[config.mk]
export PLATFORM = sky130hd
export DESIGN_NAME = spi_baud_status_data
export DESIGN_NICKNAME = d
export VERILOG_FILES = /design/src/spi_pkg.sv /design/src/spi_baud_status_data.sv
export SDC_FILE = /design/constraint.sdc
export NUM_CORES = 1
export LEC_CHECK = 0
export BUFFER_PORTS_ARGS = -buffer_cell sky130_fd_sc_hd__buf_4
export CORE_MARGIN = 2
export CORE_UTILIZATION = 55
export DETAILED_ROUTE_END_ITERATION = 7
export GPL_TIMING_DRIVEN = 0
export PLACE_DENSITY = 0.9
export RECOVER_POWER = 100
export SLEW_MARGIN = 20
export SYNTH_ARGS = -nofsm -noshare
export SYNTH_HDL_FRONTEND = slang
export SYNTH_SLANG_ARGS = --single-unit
[constraint.sdc]
create_clock -name clk_sys_i -period 6.9 [get_ports clk_sys_i]
set_input_delay 0.69 -clock clk_sys_i [delete_from_list [all_inputs] [get_ports clk_sys_i]]
set_output_delay 0.69 -clock clk_sys_i [all_outputs]
set_load 0.01 [all_outputs]
[src/spi_pkg.sv]
/*
 spi_pkg: offsets, field positions, reset values and states for the
 serial bit-rate, status and data block.
 Assumes a 32-bit AXI4-Lite master and one 50 MHz bus clock.
*/
// Overview of operation
// - prescaler divides bus clock by field plus one
// - divider applies two to the field-plus-one power
// - bit-rate register readable and writable at any time
// - unused status bits read zero, writes ignored
// - receive-full sets when a byte is received
// - receive-full clears: status read, then data read
// - transmit-empty clears: status read, then data write
// - data write dropped without prior armed status read
// - transmit interrupt while empty and enabled
// - idle shifter takes new byte within two cycles
// - queued byte moves to shifter after each shift
// - mode fault on select low as master input
// - mode fault clears: status read, then control write
// - data reads receive buffer, writes transmit buffer
// - master transfer starts when a byte is queued
// - unread receive buffer keeps old byte silently
package spi_pkg;

   localparam int unsigned CLK_HZ = 50_000_000;

   localparam logic [7:0] OFS_BIT_RATE = 8'h00;
   localparam logic [7:0] OFS_STATUS   = 8'h04;
   localparam logic [7:0] OFS_DATA     = 8'h08;
   localparam logic [7:0] OFS_CONTROL  = 8'h0c;
   localparam logic [7:0] OFS_IRQ_STAT = 8'h10;
   localparam logic [7:0] OFS_IRQ_MASK = 8'h14;

   localparam int unsigned PRE_LSB = 4;
   localparam int unsigned DIV_LSB = 0;
   localparam int unsigned ST_RFF  = 7;
   localparam int unsigned ST_TEF  = 5;
   localparam int unsigned ST_MFF  = 4;
   localparam int unsigned CTL_SOE = 1;
   localparam int unsigned CTL_FDE = 2;
   localparam int unsigned CTL_MST = 4;
   localparam int unsigned CTL_TIE = 5;
   localparam int unsigned IRQ_RX  = 0;
   localparam int unsigned IRQ_TX  = 1;
   localparam int unsigned IRQ_MF  = 2;

   localparam logic [7:0] BIT_RATE_RST = 8'h00;
   localparam logic [7:0] CONTROL_RST  = 8'h00;
   localparam logic [7:0] DATA_RST     = 8'h00;
   localparam logic [2:0] IRQ_RST      = 3'h0;
   localparam logic [2:0] LAST_BIT     = 3'h7;

   localparam logic [1:0] RESP_OKAY   = 2'h0;
   localparam logic [1:0] RESP_SLVERR = 2'h2;

   typedef enum logic [0:0] {
      ST_IDLE  = 1'b0,
      ST_SHIFT = 1'b1
   } xfer_state_e;

endpackage : spi_pkg

[src/spi_baud_status_data.sv]
/*
 spi_baud_status_data: AXI4-Lite register slave, bit-rate generator,
 status flags with read-then-access clearing, double-buffered data
 path and a simple master shifter (sample on rising sclk, msb first).
 Assumes miso_i and ss_n_i are asynchronous pins; the bus master
 keeps AXI4-Lite handshake rules.
*/
`timescale 1ns/1ps
module spi_baud_status_data (
   input  wire logic        clk_sys_i,
   input  wire logic        rst_n_i,
   input  wire logic [7:0]  s_axi_awaddr_i,
   input  wire logic        s_axi_awvalid_i,
   output logic             s_axi_awready_o,
   input  wire logic [31:0] s_axi_wdata_i,
   input  wire logic [3:0]  s_axi_wstrb_i,
   input  wire logic        s_axi_wvalid_i,
   output logic             s_axi_wready_o,
   output logic [1:0]       s_axi_bresp_o,
   output logic             s_axi_bvalid_o,
   input  wire logic        s_axi_bready_i,
   input  wire logic [7:0]  s_axi_araddr_i,
   input  wire logic        s_axi_arvalid_i,
   output logic             s_axi_arready_o,
   output logic [31:0]      s_axi_rdata_o,
   output logic [1:0]       s_axi_rresp_o,
   output logic             s_axi_rvalid_o,
   input  wire logic        s_axi_rready_i,
   output logic             sclk_o,
   output logic             mosi_o,
   input  wire logic        miso_i,
   input  wire logic        ss_n_i,
   output logic             ss_n_o,
   output logic             ss_oe_o,
   output logic             irq_o,
   output logic             tx_irq_o
);

   function automatic logic addr_ok(input logic [7:0] a);
      addr_ok = (a == spi_pkg::OFS_BIT_RATE) || (a == spi_pkg::OFS_STATUS)
             || (a == spi_pkg::OFS_DATA) || (a == spi_pkg::OFS_CONTROL)
             || (a == spi_pkg::OFS_IRQ_STAT)
             || (a == spi_pkg::OFS_IRQ_MASK);
   endfunction : addr_ok

   // divider top count: 2 << sel minus one; wraps to ff for 256
   function automatic logic [7:0] div_top(input logic [2:0] sel);
      div_top = (8'h02 << sel) - 8'h01;
   endfunction : div_top

   logic [7:0]  bit_rate_config;
   logic [7:0]  control_one;
   logic [7:0]  rx_buf;
   logic [7:0]  tx_buf;
   logic [7:0]  shifter;
   logic [2:0]  irq_stat;
   logic [2:0]  irq_mask;
   logic        tx_full;
   logic        receive_full_flag;
   logic        mode_fault_flag;
   logic        rff_armed;
   logic        tef_armed;
   logic        mff_armed;
   logic [7:0]  aw_addr;
   logic [31:0] w_data;
   logic [3:0]  w_strb;
   logic        aw_have;
   logic        w_have;
   logic [2:0]  pre_cnt;
   logic [7:0]  div_cnt;
   logic [2:0]  bit_cnt;
   logic        rx_bit;
   logic        miso_s1;
   logic        miso_s2;
   logic        ss_s1;
   logic        ss_s2;
   logic        ss_prev;
   spi_pkg::xfer_state_e state;

   logic        transmit_empty_flag;
   logic [2:0]  prescale_select;
   logic [2:0]  rate_divide_select;
   logic        master_select;
   logic        fault_detect_enable;
   logic        select_output_enable;
   logic        transmit_irq_enable;
   logic        wr_fire;
   logic        wr_strb0;
   logic        rd_fire;
   logic        rd_status;
   logic        rd_data;
   logic        wr_data;
   logic        data_taken;
   logic        rff_clear;
   logic        mff_clear;
   logic        load_shift;
   logic        pre_tick;
   logic        sample_evt;
   logic        end_evt;
   logic        xfer_done;
   logic        rff_set;
   logic        mff_set;
   logic [7:0]  rx_byte;
   logic [7:0]  status_val;
   logic [2:0]  irq_events;

   localparam logic [2:0] IRQ_RST_V = spi_pkg::IRQ_RST;

   assign transmit_empty_flag  = ~tx_full;
   assign prescale_select      = bit_rate_config[spi_pkg::PRE_LSB +: 3];
   assign rate_divide_select   = bit_rate_config[spi_pkg::DIV_LSB +: 3];
   assign master_select        = control_one[spi_pkg::CTL_MST];
   assign fault_detect_enable  = control_one[spi_pkg::CTL_FDE];
   assign select_output_enable = control_one[spi_pkg::CTL_SOE];
   assign transmit_irq_enable  = control_one[spi_pkg::CTL_TIE];

   // ---------------- AXI4-Lite write channel
   assign wr_fire  = aw_have & w_have & ~s_axi_bvalid_o;
   assign wr_strb0 = wr_fire & w_strb[0];

   always_ff @(posedge clk_sys_i)
   begin
      if (!rst_n_i)
      begin
         s_axi_awready_o <= 1'b0;
         aw_have         <= 1'b0;
         aw_addr         <= 8'h00;
      end
      else if (s_axi_awvalid_i && s_axi_awready_o)
      begin
         s_axi_awready_o <= 1'b0;
         aw_have         <= 1'b1;
         aw_addr         <= s_axi_awaddr_i;
      end
      else if (wr_fire)
         aw_have <= 1'b0;
      else if (!aw_have && !s_axi_bvalid_o)
         s_axi_awready_o <= 1'b1;
   end

   always_ff @(posedge clk_sys_i)
   begin
      if (!rst_n_i)
      begin
         s_axi_wready_o <= 1'b0;
         w_have         <= 1'b0;
         w_data         <= 32'h0000_0000;
         w_strb         <= 4'h0;
      end
      else if (s_axi_wvalid_i && s_axi_wready_o)
      begin
         s_axi_wready_o <= 1'b0;
         w_have         <= 1'b1;
         w_data         <= s_axi_wdata_i;
         w_strb         <= s_axi_wstrb_i;
      end
      else if (wr_fire)
         w_have <= 1'b0;
      else if (!w_have && !s_axi_bvalid_o)
         s_axi_wready_o <= 1'b1;
   end

   always_ff @(posedge clk_sys_i)
   begin
      if (!rst_n_i)
      begin
         s_axi_bvalid_o <= 1'b0;
         s_axi_bresp_o  <= spi_pkg::RESP_OKAY;
      end
      else if (wr_fire)
      begin
         s_axi_bvalid_o <= 1'b1;
         s_axi_bresp_o  <= addr_ok(aw_addr) ? spi_pkg::RESP_OKAY
                                            : spi_pkg::RESP_SLVERR;
      end
      else if (s_axi_bready_i)
         s_axi_bvalid_o <= 1'b0;
   end

   // ---------------- AXI4-Lite read channel
   assign rd_fire   = s_axi_arvalid_i & s_axi_arready_o;
   assign rd_status = rd_fire & (s_axi_araddr_i == spi_pkg::OFS_STATUS);
   assign rd_data   = rd_fire & (s_axi_araddr_i == spi_pkg::OFS_DATA);

   // unused status bits stay zero by construction
   always_comb
   begin
      status_val                 = 8'h00;
      status_val[spi_pkg::ST_RFF] = receive_full_flag;
      status_val[spi_pkg::ST_TEF] = transmit_empty_flag;
      status_val[spi_pkg::ST_MFF] = mode_fault_flag;
   end

   always_ff @(posedge clk_sys_i)
   begin
      if (!rst_n_i)
      begin
         s_axi_arready_o <= 1'b0;
         s_axi_rvalid_o  <= 1'b0;
         s_axi_rdata_o   <= 32'h0000_0000;
         s_axi_rresp_o   <= spi_pkg::RESP_OKAY;
      end
      else if (rd_fire)
      begin
         s_axi_arready_o <= 1'b0;
         s_axi_rvalid_o  <= 1'b1;
         s_axi_rresp_o   <= addr_ok(s_axi_araddr_i) ? spi_pkg::RESP_OKAY
                                                    : spi_pkg::RESP_SLVERR;
         case (s_axi_araddr_i)
            spi_pkg::OFS_BIT_RATE: s_axi_rdata_o <= {24'h0, bit_rate_config};
            spi_pkg::OFS_STATUS:   s_axi_rdata_o <= {24'h0, status_val};
            spi_pkg::OFS_DATA:     s_axi_rdata_o <= {24'h0, rx_buf};
            spi_pkg::OFS_CONTROL:  s_axi_rdata_o <= {24'h0, control_one};
            spi_pkg::OFS_IRQ_STAT: s_axi_rdata_o <= {29'h0, irq_stat};
            spi_pkg::OFS_IRQ_MASK: s_axi_rdata_o <= {29'h0, irq_mask};
            default:               s_axi_rdata_o <= 32'h0000_0000;
         endcase
      end
      else if (s_axi_rvalid_o && s_axi_rready_i)
         s_axi_rvalid_o <= 1'b0;
      else if (!s_axi_rvalid_o)
         s_axi_arready_o <= 1'b1;
   end

   // ---------------- configuration registers
   always_ff @(posedge clk_sys_i)
   begin
      if (!rst_n_i)
         bit_rate_config <= spi_pkg::BIT_RATE_RST;
      else if (wr_strb0 && aw_addr == spi_pkg::OFS_BIT_RATE)
         bit_rate_config <= w_data[7:0] & 8'h77;
   end

   always_ff @(posedge clk_sys_i)
   begin
      if (!rst_n_i)
         control_one <= spi_pkg::CONTROL_RST;
      else if (wr_strb0 && aw_addr == spi_pkg::OFS_CONTROL)
         control_one <= w_data[7:0] & 8'h36;
   end

   always_ff @(posedge clk_sys_i)
   begin
      if (!rst_n_i)
         irq_mask <= IRQ_RST_V;
      else if (wr_strb0 && aw_addr == spi_pkg::OFS_IRQ_MASK)
         irq_mask <= w_data[2:0];
   end

   // ---------------- flag arming by status reads
   always_ff @(posedge clk_sys_i)
   begin
      if (!rst_n_i)
      begin
         rff_armed <= 1'b0;
         tef_armed <= 1'b0;
         mff_armed <= 1'b0;
      end
      else
      begin
         if (rd_status)
            rff_armed <= receive_full_flag;
         else if (rd_data)
            rff_armed <= 1'b0;
         if (rd_status)
            tef_armed <= transmit_empty_flag;
         else if (wr_data)
            tef_armed <= 1'b0;
         if (rd_status)
            mff_armed <= mode_fault_flag;
         else if (mff_clear)
            mff_armed <= 1'b0;
      end
   end

   assign wr_data    = wr_fire && aw_addr == spi_pkg::OFS_DATA;
   assign data_taken = wr_data & w_strb[0] & tef_armed;
   assign rff_clear  = rd_data & rff_armed;
   assign mff_clear  = wr_fire && aw_addr == spi_pkg::OFS_CONTROL
                       && mff_armed;

   // ---------------- transmit buffer
   // tx_full low is the transmit-empty flag; a taken write finds it empty
   // unless a status read accepted in the same cycle as the previous taken
   // write re-armed tef_armed; then load and write can collide, and load wins
   always_ff @(posedge clk_sys_i)
   begin
      if (!rst_n_i)
      begin
         tx_full <= 1'b0;
         tx_buf  <= spi_pkg::DATA_RST;
      end
      else if (load_shift)
         tx_full <= 1'b0;
      else if (data_taken)
      begin
         tx_full <= 1'b1;
         tx_buf  <= w_data[7:0];
      end
   end

   // ---------------- bit-rate generator
   assign pre_tick   = (pre_cnt == prescale_select);
   assign sample_evt = pre_tick
                       && div_cnt == (div_top(rate_divide_select) >> 1);
   assign end_evt    = pre_tick
                       && div_cnt == div_top(rate_divide_select);
   assign xfer_done  = end_evt && bit_cnt == spi_pkg::LAST_BIT;

   // counters restart per transfer so every bit has full length
   always_ff @(posedge clk_sys_i)
   begin
      if (!rst_n_i || state != spi_pkg::ST_SHIFT)
      begin
         pre_cnt <= 3'h0;
         div_cnt <= 8'h00;
      end
      else if (pre_tick)
      begin
         pre_cnt <= 3'h0;
         div_cnt <= end_evt ? 8'h00 : div_cnt + 8'h01;
      end
      else
         pre_cnt <= pre_cnt + 3'h1;
   end

   // ---------------- pin synchronisers
   always_ff @(posedge clk_sys_i)
   begin
      if (!rst_n_i)
      begin
         miso_s1 <= 1'b0;
         miso_s2 <= 1'b0;
         ss_s1   <= 1'b1;
         ss_s2   <= 1'b1;
         ss_prev <= 1'b1;
      end
      else
      begin
         miso_s1 <= miso_i;
         miso_s2 <= miso_s1;
         ss_s1   <= ss_n_i;
         ss_s2   <= ss_s1;
         ss_prev <= ss_s2;
      end
   end

   // ---------------- shifter
   assign load_shift = state == spi_pkg::ST_IDLE && tx_full
                       && master_select;
   assign rx_byte    = {shifter[6:0], rx_bit};

   always_ff @(posedge clk_sys_i)
   begin
      if (!rst_n_i)
      begin
         state   <= spi_pkg::ST_IDLE;
         shifter <= 8'h00;
         bit_cnt <= 3'h0;
         rx_bit  <= 1'b0;
         sclk_o  <= 1'b0;
         mosi_o  <= 1'b0;
      end
      else
      begin
         case (state)
            spi_pkg::ST_IDLE:
            begin
               sclk_o <= 1'b0;
               if (load_shift)
               begin
                  state   <= spi_pkg::ST_SHIFT;
                  shifter <= tx_buf;
                  mosi_o  <= tx_buf[7];
                  bit_cnt <= 3'h0;
               end
            end
            spi_pkg::ST_SHIFT:
            begin
               if (sample_evt)
               begin
                  sclk_o <= 1'b1;
                  rx_bit <= miso_s2;
               end
               if (end_evt)
               begin
                  sclk_o  <= 1'b0;
                  shifter <= rx_byte;
                  mosi_o  <= shifter[6];
                  bit_cnt <= bit_cnt + 3'h1;
                  if (xfer_done)
                     state <= spi_pkg::ST_IDLE;
               end
            end
            default:
               state <= spi_pkg::ST_IDLE;
         endcase
      end
   end

   // ---------------- receive buffer and flag
   // a clear in the same cycle as a completion lets the new byte in
   assign rff_set = xfer_done;

   always_ff @(posedge clk_sys_i)
   begin
      if (!rst_n_i)
      begin
         rx_buf            <= spi_pkg::DATA_RST;
         receive_full_flag <= 1'b0;
      end
      else
      begin
         if (rff_set && (!receive_full_flag || rff_clear))
            rx_buf <= rx_byte;
         receive_full_flag <= rff_set | (receive_full_flag & ~rff_clear);
      end
   end

   // ---------------- mode fault
   assign mff_set = master_select & fault_detect_enable
                    & ~select_output_enable
                    & ss_prev & ~ss_s2;

   always_ff @(posedge clk_sys_i)
   begin
      if (!rst_n_i)
         mode_fault_flag <= 1'b0;
      else
         mode_fault_flag <= mff_set | (mode_fault_flag & ~mff_clear);
   end

   // ---------------- interrupts
   assign irq_events = {mff_set, load_shift, rff_set};

   always_ff @(posedge clk_sys_i)
   begin
      if (!rst_n_i)
         irq_stat <= IRQ_RST_V;
      else if (wr_strb0 && aw_addr == spi_pkg::OFS_IRQ_STAT)
         irq_stat <= irq_events | (irq_stat & ~w_data[2:0]);
      else
         irq_stat <= irq_events | irq_stat;
   end

   always_ff @(posedge clk_sys_i)
   begin
      if (!rst_n_i)
      begin
         irq_o    <= 1'b0;
         tx_irq_o <= 1'b0;
         ss_n_o   <= 1'b1;
         ss_oe_o  <= 1'b0;
      end
      else
      begin
         irq_o    <= |(irq_stat & irq_mask);
         tx_irq_o <= transmit_empty_flag & transmit_irq_enable;
         ss_n_o   <= ~(state == spi_pkg::ST_SHIFT);
         ss_oe_o  <= master_select & fault_detect_enable
                     & select_output_enable;
      end
   end

endmodule : spi_baud_status_data

-- After elaboration in Yosys (flattened, before gate mapping)
Cells that the tools add are included.
- add/subtract/negate cells: 4
- equality and inequality tests: 17
- shift-type cells: 1
- muxes and demuxes: 34
- bitwise logic cells: 36
- reduce and logical (&&, ||, !) cells: 56
- operator list (operator ; count):
    one-hot mux 8 bit (6 select lines) ; 1
    equality test 8 x 4 -> 1 bit, second input constant ; 4
    equality test 8 x 5 -> 1 bit, second input constant ; 4
    2-to-1 mux 1 bit ; 20
    logical AND 1 bit ; 18
    bitwise AND 1 bit ; 17
    equality test 8 x 3 -> 1 bit, second input constant ; 2
    zero test 8 bit ; 2
    2-to-1 mux 7 bit ; 2
    one-hot mux 7 bit (2 select lines) ; 1
    nonzero test 2 bit ; 7
    logical OR 1 bit ; 12
    NOT 1 bit ; 12
    AND reduction 2 bit ; 6
    OR reduction 2 bit ; 5
    2-to-1 mux 3 bit ; 3
    adder 8 x 1 -> 8 bit, second input constant ; 1
    equality test 8 x 7 -> 1 bit ; 1
    equality test 8 bit ; 1
    2-to-1 mux 8 bit ; 1
    left shift 2 x 3 -> 8 bit, first input constant ; 1
    subtractor 8 x 1 -> 8 bit, second input constant ; 1
    adder 3 x 1 -> 3 bit, second input constant ; 2
    bitwise AND 3 bit ; 2
    other kinds (13) ; 22
- register bits after elaboration: 132
- bits of input ports: 61
- output and inout bits: 47
- logic and storage cells: 190

-- Longest topological paths before layout
Gate-level depths: netlist of the first run.
- word-level depth: 8
- mapped depth: 11
- depth with buffers taken out: 9

-- Least setup slack after synthesis of the first run
No wires, ideal clock.
- kind: register to register
- start: reg bit_rate_config[1]
- end: reg rx_buf[0]
- setup time: 0.072 ns
- arrival time: 2.471 ns
- required time: 6.828 ns
- path slack: 4.358 ns
- cell stages (with the launch flop): 11
- buffers on the path: 2
- clock period less this slack: 2.542 ns
- path through: dfxtp_1 buf_6 or3_4 ha_1 nor2b_1 nor4b_1 o31ai_1 a311oi_2 and3_1 buf_6 mux2i_1
- word-level cells in the longest chain between the ends: 6
- ends and longest elaborated chain (element ; line ; text):
    from (decl) ; spi_baud_status_data.sv:51 ; logic [7:0] bit_rate_config;
    from (signal assigned) ; spi_baud_status_data.sv:229 ; bit_rate_config <= spi_pkg::BIT_RATE_RST;
    from (signal assigned) ; spi_baud_status_data.sv:231 ; bit_rate_config <= w_data[7:0] & 8'h77;
    left shift 2 x 3 -> 8 bit ; spi_baud_status_data.sv:48 ; div_top = (8'h02 << sel) - 8'h01;
    subtractor 8 x 1 -> 8 bit ; spi_baud_status_data.sv:48 ;
    equality test 8 bit ; spi_baud_status_data.sv:307 ; && div_cnt == div_top(rate_divide_select);
    logical AND 1 bit ; spi_baud_status_data.sv:307 ;
    logical AND 1 bit ; spi_baud_status_data.sv:308 ; assign xfer_done = end_evt && bit_cnt == spi_pkg::LAST_BIT;
    logical AND 1 bit ; spi_baud_status_data.sv:414 ; if (rff_set && (!receive_full_flag || rff_clear))
    to (signal assigned) ; spi_baud_status_data.sv:409 ; rx_buf <= spi_pkg::DATA_RST;
    to (signal assigned) ; spi_baud_status_data.sv:415 ; rx_buf <= rx_byte;
    to (decl) ; spi_baud_status_data.sv:53 ; logic [7:0] rx_buf;
Every way passes these cells.
A chain may end at the register's enable or synchronous reset.

-- Worst setup path in the final report of the first run
- start: reg bit_rate_config[0]
- end: reg rx_buf[3]
Same word-level chain as after synthesis.

==> flow_metrics.env, run 1 <==
export IMPL_run_status="completed"
export IMPL_clk_transition_reported_paths_ns=0.11
export IMPL_worst_r2r_cell_count=10
export IMPL_buffer_ports_inserted=50
export IMPL_cts_hold_buffers_added=0
export IMPL_synth_top_flop_cell="sky130_fd_sc_hd__dfxtp_1"
export IMPL_cts_tree="built"
export IMPL_async_sr_flop_fraction_pct=0
export IMPL_yosys_warn_count=0
export IMPL_initial_core_util_pct=56.0
export IMPL_dieArea_um2=10100
export IMPL_share_of_layout_cells_above_drive_strength_1_pct=12.3
export IMPL_synth_sequential_area_ratio_pct=41.4
export IMPL_postCtsSetupBuffers=0
export IMPL_grtUsageTotal_pct=23.6
export IMPL_area_growth_synth_to_final_pct=12.6
export IMPL_r2r_path_start="bit_rate_config[0]"
export IMPL_hp_class="flop to flop"
export IMPL_ctsRootBufferMaster="sky130_fd_sc_hd__clkbuf_8"
export IMPL_netlist_area_um2=5120
export IMPL_synth_seq_cells=106
export IMPL_detail_route_iter0_violations=377
export IMPL_seq_area_um2=2120
export IMPL_grt_pass1_vias=3983
export IMPL_multi_input_comb_area_um2=2670
export IMPL_route_antenna_remaining_nets=0
export IMPL_fin_crit_ns=3.37
export IMPL_n_antenna_cell=0
export IMPL_final_critical_path_setup_slack_ns=3.53
export IMPL_slew_headroom_pct=2.47
export IMPL_min_delay_path_depth=1
export IMPL_wire_length_of_the_first_global_routing_pass_um=18900
export IMPL_cts_made_buffers=9
export IMPL_syn_area_per_cell_um2=8.92
export IMPL_max_cap_violations=0
export IMPL_cp_cell_sequence="clkbuf_1 > nand2_1 > ha_1 > nor2b_1 > nor4b_1 > o31ai_1 > a311oi_1 > and3_1 > clkbuf_1 > mux2i_1"
export IMPL_setup_violations_final=0
export IMPL_measured_slew_at_the_worst_slew_check_pin_ns=1.45
export IMPL_post_drt_via_cell_ratio=5.61
export IMPL_hold_viol=0
export IMPL_number_of_cell_rows=35
export IMPL_layout_cells_most_common_list="106 x sky130_fd_sc_hd__dfxtp_1, 80 x sky130_fd_sc_hd__nand2_1, 54 x sky130_fd_sc_hd__clkbuf_1"
export IMPL_place_ws_ns=4.08
export IMPL_filler_cell_count=762
export IMPL_timing_clock_skew_ns=0.0123
export IMPL_hp_start="ss_s1"
export IMPL_antenna_found_initial=0
export IMPL_die_height_um=100
export IMPL_crit_path_start_kind="flop"
export IMPL_clock_sinks=106
export IMPL_critical_path_max_stage_delay_ns=0.49
export IMPL_routed_wire_length_per_instance_um=15.5
export IMPL_i_o_pin_cnt=108
export IMPL_top_cell_family_by_delay_on_the_critical_path="buffers and inverters"
export IMPL_place_congestion=0.925
export IMPL_worstHoldEndpoint="ss_s2"
export IMPL_final_core_utilization_pct=63.0
export IMPL_vias=4350
export IMPL_final_nets=726
export IMPL_grt_overflow_total=0
export IMPL_critical_path_slowest_cell="sky130_fd_sc_hd__a311oi_1"
export IMPL_worst_r2r_endpoint="rx_buf[3]"
export IMPL_drt_pass1_iterations=5
export IMPL_core_region_area_um2=9150
export IMPL_dp_final_hpwl_um=8860
export IMPL_min_hold_slack_ns=0.437
export IMPL_synth_enable_flop_cells=0
export IMPL_crit_top_cell="sky130_fd_sc_hd__clkbuf_1"
export IMPL_fmax_ghz=0.296
export IMPL_powerDensity_nw_per_um2=185
export IMPL_worst_endpoint_required_ns=7.19
export IMPL_finalWirelength_um=12000
export IMPL_clk_insertion_delay_late_ns=0.37
export IMPL_setup_tns_final_ns=0
export IMPL_ctsResizeCount=0
export IMPL_synth_cell_types=56
export IMPL_slew_violations=0
export IMPL_htree_levels=3
export IMPL_cp_data_arrival_time_ns=3.67
export IMPL_rsz0062_at_grt="false"
export IMPL_r2r_slack_ns=3.53
export IMPL_clockBufferDepth=2
export IMPL_cellLeakagePower_nw=2.15
export IMPL_worstSetupStartpoint="bit_rate_config[0]"
export IMPL_critical_path_class="flop to flop"
export IMPL_mostFrequentLayoutCell="sky130_fd_sc_hd__dfxtp_1"
export IMPL_path_max_fanout=10
export IMPL_ir_worst_vdd_mv=0.109
export IMPL_grt_start_max_net_pins=19
export IMPL_worst_setup_path_end_kind="flop"
export IMPL_critical_path_buf_inv_count=2
export IMPL_drc_errors=0
export IMPL_postSynthCellCount=574
export IMPL_layout_worst_path_cycle_share_pct=48.9
export IMPL_fp_dieW_um=100
## power by group
group          leakage (nW)  internal (W)  switching [W]  total (W)
Clock                0.0916      0.000135       0.000218   0.000353
Combinational          1.20     0.0000389      0.0000448  0.0000837
Sequential            0.858      0.000622     0.00000869   0.000630
Total                  2.15      0.000795       0.000271    0.00107
## how the worst max path moves through the flow
stage | end | slack, ns | cells past startpoint
final | rx_buf[3] | 3.53 | 10
after global routing | rx_buf[3] | 3.36 | 10
after CTS | rx_buf[3] | 4.04 | 10
after detailed placement | mosi_o | 4.08 | 10
after global placement | rx_buf[4] | 4.16 | 10
after floorplan | rx_buf[0] | 4.36 | 10
## cells in the mapped netlist (3+ instances only)
master	instances	share of area [%]
sky130_fd_sc_hd__buf_4	27	4.0
sky130_fd_sc_hd__nor3_1	9	0.88
sky130_fd_sc_hd__buf_2	5	0.49
sky130_fd_sc_hd__o21ai_0	16	1.6
sky130_fd_sc_hd__and2_1	10	1.2
sky130_fd_sc_hd__clkbuf_1	28	2.1
sky130_fd_sc_hd__ha_1	5	1.2
sky130_fd_sc_hd__nor2_1	24	1.8
sky130_fd_sc_hd__and3_1	4	0.49
sky130_fd_sc_hd__nand3b_1	3	0.44
sky130_fd_sc_hd__nand4_1	7	0.86
sky130_fd_sc_hd__a21boi_1	4	0.59
sky130_fd_sc_hd__nand3_1	18	1.8
sky130_fd_sc_hd__nand2_1	80	5.9
sky130_fd_sc_hd__o211ai_1	6	0.88
sky130_fd_sc_hd__dfxtp_1	106	41
sky130_fd_sc_hd__nor4b_1	4	0.68
sky130_fd_sc_hd__o31ai_1	10	1.5
sky130_fd_sc_hd__xnor2_1	6	1.0
sky130_fd_sc_hd__nand2b_1	6	0.73
sky130_fd_sc_hd__nor2b_1	38	4.6
sky130_fd_sc_hd__a22oi_1	5	0.73
sky130_fd_sc_hd__a31oi_1	4	0.49
sky130_fd_sc_hd__o21a_1	4	0.59
sky130_fd_sc_hd__a21oi_1	16	1.6
sky130_fd_sc_hd__xor2_1	13	2.2
sky130_fd_sc_hd__inv_1	6	0.44
sky130_fd_sc_hd__a21boi_0	26	3.8
sky130_fd_sc_hd__mux2i_1	47	9.2
## cell type report
class / instances / share of cell area, %
sequential: 106 / 36.8
buffer: 63 / 6.01
clock buffer: 9 / 2.15
inverter: 6 / 0.391
timing repair buffer: 50 / 5.08
clock inverter: 6 / 0.890
tap: 111 / 2.41
multi-input combinational: 424 / 46.3
## layer usage
layer	global-route usage (%)	share of wire, %
met5	0	0
met4	10.9	3.1
met3	3.40	6.9
met2	39.8	47
met1	29.9	43
## registers in the layout, summed over array words and instances, names as in the netlist, 4 cells and up
name and count:
tx_buf 8, rx_buf 8, shifter 7, aw_addr 8
w_data 8, control_one 4, s_axi_rdata_o 8, bit_rate_config 6
div_cnt 8
## per-stage QoR
stage	instance area, um^2	cells	power [W]
3_5_place_dp	5730	760	0.000731
6_report	5770	775	0.00107
2_1_floorplan	5220	599	0.000699
3_3_place_gp	5730	760	0.000728
5_1_grt	5770	775	0.00110
4_1_cts	5900	775	0.00107
## cells by family (layout without fill, tap and decap cells)
kind of cell    count (synthesis)  after routing  share of synthesized area, %
fa+ha+maj                       5              5                          1.22
buf+inv                        69            134                          7.45
xor+xnor                       19             19                          3.25
mux                            49             49                          9.85
simple gates                  221            221                          22.6
other cells                     1             26                        0.0732
compound gates                104            104                          14.1
flops                         106            106                          41.4
## worst register-to-register path: stages (launching register included)
cell and delay, ns:
sky130_fd_sc_hd__dfxtp_1 0.44, sky130_fd_sc_hd__clkbuf_1 0.38, sky130_fd_sc_hd__nand2_1 0.11, sky130_fd_sc_hd__ha_1 0.27
sky130_fd_sc_hd__nor2b_1 0.19, sky130_fd_sc_hd__nor4b_1 0.31, sky130_fd_sc_hd__o31ai_1 0.14, sky130_fd_sc_hd__a311oi_1 0.49
sky130_fd_sc_hd__and3_1 0.23, sky130_fd_sc_hd__clkbuf_1 0.47, sky130_fd_sc_hd__mux2i_1 0.27
Power figures use the tool's default switching activity.
==> run 2, diff against run 1 <==
- clock period: 6.9 -> 3.2 ns (I/O delays scaled with it)
==> run 2 against run 1 <==
Via count up 0.69%. Flip-flop and latch count stayed put. Highest routed layer unchanged. Fmax increased by 14%. Critical endpoint is now bit_cnt[2].
==> flow_metrics.env, run 2 (synthesis results as in run 1) <==
export IMPL_run_status="completed"
export IMPL_clk_insertion_delay_late_ns=0.37
export IMPL_dp_final_hpwl_um=8860
export IMPL_max_cap_violations=0
export IMPL_clockBufferDepth=2
export IMPL_slew_headroom_pct=2.42
export IMPL_hold_viol=0
export IMPL_drt_pass1_iterations=7
export IMPL_powerDensity_nw_per_um2=397
export IMPL_buffer_ports_inserted=50
export IMPL_core_region_area_um2=9150
export IMPL_cellLeakagePower_nw=2.16
export IMPL_fin_crit_ns=2.96
export IMPL_measured_slew_at_the_worst_slew_check_pin_ns=1.45
export IMPL_cts_tree="built"
export IMPL_min_delay_path_depth=2
export IMPL_route_antenna_remaining_nets=0
export IMPL_seq_area_um2=2120
export IMPL_hp_class="input pin to flop"
export IMPL_critical_path_class="flop to flop"
export IMPL_fmax_ghz=0.338
export IMPL_vias=4380
export IMPL_worst_endpoint_required_ns=3.48
export IMPL_cp_data_arrival_time_ns=3.24
export IMPL_setup_tns_final_ns=0
export IMPL_area_growth_synth_to_final_pct=13.0
export IMPL_place_congestion=0.925
export IMPL_grt_overflow_total=0
export IMPL_crit_path_start_kind="flop"
export IMPL_setup_violations_final=0
export IMPL_fp_dieW_um=100
export IMPL_postCtsSetupBuffers=0
export IMPL_multi_input_comb_area_um2=2680
export IMPL_grt_start_max_net_pins=19
export IMPL_timing_clock_skew_ns=0.0115
export IMPL_detail_route_iter0_violations=390
export IMPL_finalWirelength_um=11900
export IMPL_hp_start="ss_n_i"
export IMPL_drc_errors=0
export IMPL_antenna_found_initial=0
export IMPL_ir_worst_vdd_mv=0.238
export IMPL_r2r_slack_ns=0.24
export IMPL_post_drt_via_cell_ratio=5.65
export IMPL_path_max_fanout=10
export IMPL_ctsResizeCount=0
export IMPL_worst_setup_path_end_kind="flop"
export IMPL_dieArea_um2=10100
export IMPL_number_of_cell_rows=35
export IMPL_rsz0062_at_grt="false"
export IMPL_worst_r2r_cell_count=10
export IMPL_layout_cells_most_common_list="106 x sky130_fd_sc_hd__dfxtp_1, 80 x sky130_fd_sc_hd__nand2_1, 55 x sky130_fd_sc_hd__buf_4"
export IMPL_cts_made_buffers=9
export IMPL_n_antenna_cell=0
export IMPL_layout_worst_path_cycle_share_pct=92.4
export IMPL_worst_r2r_endpoint="bit_cnt[2]"
export IMPL_grt_pass1_vias=3983
export IMPL_grtUsageTotal_pct=23.6
export IMPL_filler_cell_count=756
export IMPL_share_of_layout_cells_above_drive_strength_1_pct=12.7
export IMPL_wire_length_of_the_first_global_routing_pass_um=18900
export IMPL_cts_hold_buffers_added=0
export IMPL_final_nets=726
export IMPL_min_hold_slack_ns=0.128
export IMPL_htree_levels=3
export IMPL_routed_wire_length_per_instance_um=15.4
export IMPL_mostFrequentLayoutCell="sky130_fd_sc_hd__dfxtp_1"
export IMPL_r2r_path_start="bit_rate_config[0]"
export IMPL_initial_core_util_pct=56.0
export IMPL_ctsRootBufferMaster="sky130_fd_sc_hd__clkbuf_8"
export IMPL_die_height_um=100
export IMPL_clock_sinks=106
export IMPL_worstHoldEndpoint="ss_s1"
export IMPL_slew_violations=0
export IMPL_clk_transition_reported_paths_ns=0.11
export IMPL_i_o_pin_cnt=108
[run 2: cell count changes in the layout (fill, tap and decap cells not counted)]
cell / delta
sky130_fd_sc_hd__a311oi_1: -2
sky130_fd_sc_hd__buf_6: +1
sky130_fd_sc_hd__buf_4: +2
sky130_fd_sc_hd__a311oi_2: +2
sky130_fd_sc_hd__buf_2: -2
sky130_fd_sc_hd__clkbuf_4: -1
[run 2: cell type report]
type	count	area share (%)
Multi-Input combinational cell	424	46.3
Sequential cell	106	36.7
Buffer	63	6.14
Timing Repair Buffer	50	5.06
Tap cell	111	2.40
Clock buffer	9	2.14
Clock inverter	6	0.886
Inverter	6	0.389
[run 2: through the flow]
step / worst slack [ns] / instances / cell area [um^2] / power (W) / util (%)
after detailed placement: 0.375 / 760 / 5730 / 0.00158 / 62.6
after global routing: 0.0956 / 775 / 5790 / 0.00237 / 63.2
after CTS: 0.342 / 775 / 5900 / 0.00231 / 64.5
final: 0.243 / 775 / 5790 / 0.00230 / 63.2
after global placement: 0.458 / 760 / 5730 / 0.00157 / 62.6
after floorplan: 0.658 / 599 / 5220 / 0.00151 / -
[run 2: worst max-delay path by stage]
stage	slack (ns)	end	from
2_1_floorplan	0.66	rx_buf[0]	bit_rate_config[1]
3_3_place_gp	0.46	rx_buf[4]	bit_rate_config[0]
3_5_place_dp	0.38	mosi_o	bit_rate_config[0]
5_1_grt	0.1	bit_cnt[2]	bit_rate_config[0]
4_1_cts	0.34	rx_buf[3]	bit_rate_config[0]
6_report	0.24	bit_cnt[2]	bit_rate_config[0]
[run 2: worst max-delay path, stage by stage (launching register included)]
cell,delay [ns]
sky130_fd_sc_hd__dfxtp_1,0.44
sky130_fd_sc_hd__clkbuf_1,0.37
sky130_fd_sc_hd__nand2_1,0.10
sky130_fd_sc_hd__ha_1,0.27
sky130_fd_sc_hd__nor2b_1,0.20
sky130_fd_sc_hd__nor4b_1,0.31
sky130_fd_sc_hd__o31ai_1,0.16
sky130_fd_sc_hd__a311oi_2,0.47
sky130_fd_sc_hd__buf_4,0.26
sky130_fd_sc_hd__nand2_1,0.08
sky130_fd_sc_hd__a21boi_0,0.20
[run 2: per-layer routing]
layer  wire length (um)  up-vias  GRT usage (%)
met1               5050     2042           29.9
met2               5690      203           39.8
met5                  0        -              0
li1                   -     2101              -
met3                832       34           3.40
met4                371        0           10.9
[run 2: power by group]
part           switching [W]  internal [W]  total, W
logic              0.0000965     0.0000839  0.000180
registers          0.0000187       0.00134   0.00136
clock network       0.000469      0.000290  0.000759
==> run 3, diff against run 2 <==
--- a/config.mk
+++ b/config.mk
@@ -8,2 +8,3 @@
 export BUFFER_PORTS_ARGS = -buffer_cell sky130_fd_sc_hd__buf_4
+export CAP_MARGIN = 20
 export CORE_MARGIN = 2
--- a/constraint.sdc
+++ b/constraint.sdc
@@ -3,2 +3,2 @@
 set_output_delay 0.32 -clock clk_sys_i [all_outputs]
-set_load 0.01 [all_outputs]
+set_load 0.005 [all_outputs]
==> run 3 against run 2 <==
Global-route usage unchanged. Clock power decreased by 0.7%. Via count decreased by 0.34%. Setup slack got worse by 0.019 ns. Flip-flop and latch count unchanged. Register-to-register slack got worse by 0.02 ns. Cell area increased by 1.3%. Sequential share of layout area decreased by 0.47 points. Routed wire length decreased by 0.32%. First-iteration DRC count decreased by 5.6%. Clock-buffer cell count unchanged.
==> flow_metrics.env, run 3 (synthesis results as in run 1) <==
export IMPL_run_status="completed"
export IMPL_cp_data_arrival_time_ns=3.25
export IMPL_finalWirelength_um=11900
export IMPL_antenna_found_initial=0
export IMPL_multi_input_comb_area_um2=2680
export IMPL_final_core_utilization_pct=64.1
export IMPL_buffer_ports_inserted=50
export IMPL_critical_path_class="flop to flop"
export IMPL_measured_slew_at_the_worst_slew_check_pin_ns=1.43
export IMPL_max_cap_violations=0
export IMPL_initial_core_util_pct=56.0
export IMPL_worstHoldEndpoint="ss_s1"
export IMPL_fp_dieW_um=100
export IMPL_critical_path_max_stage_delay_ns=0.49
export IMPL_path_max_fanout=10
export IMPL_min_delay_path_depth=2
export IMPL_critical_path_buf_inv_count=2
export IMPL_place_ws_ns=0.375
export IMPL_cts_tree="built"
export IMPL_crit_top_cell="sky130_fd_sc_hd__nand2_1"
export IMPL_worst_setup_path_end_kind="flop"
export IMPL_hp_class="input pin to flop"
export IMPL_core_region_area_um2=9150
export IMPL_fin_crit_ns=2.98
export IMPL_clk_insertion_delay_late_ns=0.37
export IMPL_layout_cells_most_common_list="106 x sky130_fd_sc_hd__dfxtp_1, 80 x sky130_fd_sc_hd__nand2_1, 55 x sky130_fd_sc_hd__buf_4"
export IMPL_seq_area_um2=2120
export IMPL_final_nets=726
export IMPL_ctsResizeCount=0
export IMPL_post_drt_via_cell_ratio=5.63
export IMPL_grt_overflow_total=0
export IMPL_ir_worst_vdd_mv=0.237
export IMPL_clk_transition_reported_paths_ns=0.10
export IMPL_fmax_ghz=0.336
export IMPL_cellLeakagePower_nw=2.23
export IMPL_htree_levels=3
export IMPL_mostFrequentLayoutCell="sky130_fd_sc_hd__dfxtp_1"
export IMPL_timing_clock_skew_ns=0.0113
export IMPL_grtUsageTotal_pct=23.6
export IMPL_worst_endpoint_required_ns=3.48
export IMPL_clock_sinks=106
export IMPL_critical_path_slowest_cell="sky130_fd_sc_hd__a311oi_2"
export IMPL_dp_final_hpwl_um=8860
export IMPL_layout_worst_path_cycle_share_pct=93.0
export IMPL_n_antenna_cell=0
export IMPL_setup_violations_final=0
export IMPL_area_growth_synth_to_final_pct=14.5
export IMPL_cts_hold_buffers_added=0
export IMPL_drt_pass1_iterations=5
export IMPL_rsz0062_at_grt="false"
export IMPL_filler_cell_count=732
export IMPL_clockBufferDepth=2
export IMPL_routed_wire_length_per_instance_um=15.4
export IMPL_detail_route_iter0_violations=368
export IMPL_r2r_path_start="bit_rate_config[0]"
export IMPL_hold_viol=0
export IMPL_number_of_cell_rows=35
export IMPL_i_o_pin_cnt=108
export IMPL_r2r_slack_ns=0.22
export IMPL_top_cell_family_by_delay_on_the_critical_path="compound AO/OA/AOI/OAI gates"
export IMPL_cts_made_buffers=9
export IMPL_share_of_layout_cells_above_drive_strength_1_pct=15.7
export IMPL_grt_start_max_net_pins=19
export IMPL_place_congestion=0.925
export IMPL_final_critical_path_setup_slack_ns=0.224
export IMPL_drc_errors=0
export IMPL_cp_cell_sequence="clkbuf_1 > nand2_1 > ha_1 > nor2b_1 > nor4b_1 > o31ai_1 > a311oi_2 > buf_4 > nand2_1 > a21boi_0"
export IMPL_vias=4365
export IMPL_powerDensity_nw_per_um2=390
export IMPL_slew_headroom_pct=3.49
export IMPL_wire_length_of_the_first_global_routing_pass_um=18900
export IMPL_grt_pass1_vias=3983
export IMPL_crit_path_start_kind="flop"
export IMPL_slew_violations=0
export IMPL_die_height_um=100
export IMPL_route_antenna_remaining_nets=0
export IMPL_setup_tns_final_ns=0
export IMPL_hp_start="ss_n_i"
export IMPL_worst_r2r_cell_count=10
export IMPL_worst_r2r_endpoint="bit_cnt[2]"
export IMPL_dieArea_um2=10100
export IMPL_ctsRootBufferMaster="sky130_fd_sc_hd__clkbuf_8"
export IMPL_postCtsSetupBuffers=0
-- run 3: changes by cell type in the layout (fill, tap and decap cells not counted) --
cell                       previous run  this run
sky130_fd_sc_hd__clkbuf_4             0        20
sky130_fd_sc_hd__clkbuf_1            54        34
-- run 3: stage by stage --
stage / area (um^2) / hold slack (ns) / power (W) / instances
2_1_floorplan: 5220 / 0.386 / 0.00150 / 599
3_3_place_gp: 5730 / 0.394 / 0.00156 / 760
3_5_place_dp: 5730 / 0.402 / 0.00157 / 760
4_1_cts: 5900 / 0.122 / 0.00230 / 775
5_1_grt: 5860 / 0.135 / 0.00237 / 775
6_report: 5860 / 0.129 / 0.00229 / 775
-- run 3: worst register-to-register path: cells and delay by family (launching register included) --
family | cells | cell delay (ns)
AO/OA/AOI/OAI | 3 | 0.85
flip-flops | 1 | 0.44
adder cells (fa/ha/maj) | 1 | 0.27
AND/OR/NAND/NOR | 4 | 0.68
buffers and inverters | 2 | 0.65
-- run 3: layer usage --
metal	global-route usage [%]	routed length, um
met4	10.9	359
met3	3.40	800
met5	0	0
met2	39.8	5660
met1	29.9	5080
-- run 3: area by class of cell --
| class | count | share of cell area (%) |
|---|---|---|
| inverter | 6 | 0.384 |
| clock buffer | 9 | 2.11 |
| sequential | 106 | 36.2 |
| buffer | 63 | 6.06 |
| tap | 111 | 2.37 |
| multi-input combinational | 424 | 45.7 |
| clock inverter | 6 | 0.875 |
| timing repair buffer | 50 | 6.27 |
-- run 3: worst max-delay path by stage --
stage / from / end / cells past startpoint
2_1_floorplan: bit_rate_config[1] / rx_buf[0] / 10
3_3_place_gp: bit_rate_config[0] / rx_buf[4] / 10
3_5_place_dp: bit_rate_config[0] / mosi_o / 10
4_1_cts: bit_rate_config[0] / rx_buf[3] / 10
5_1_grt: bit_rate_config[0] / bit_cnt[2] / 10
6_report: bit_rate_config[0] / bit_cnt[2] / 10
-- run 3: where the power goes --
group | internal (W) | switching (W)
Combinational | 0.0000864 | 0.0000874
Sequential | 0.00134 | 0.0000188
Clock | 0.000290 | 0.000464
Total | 0.00172 | 0.000571
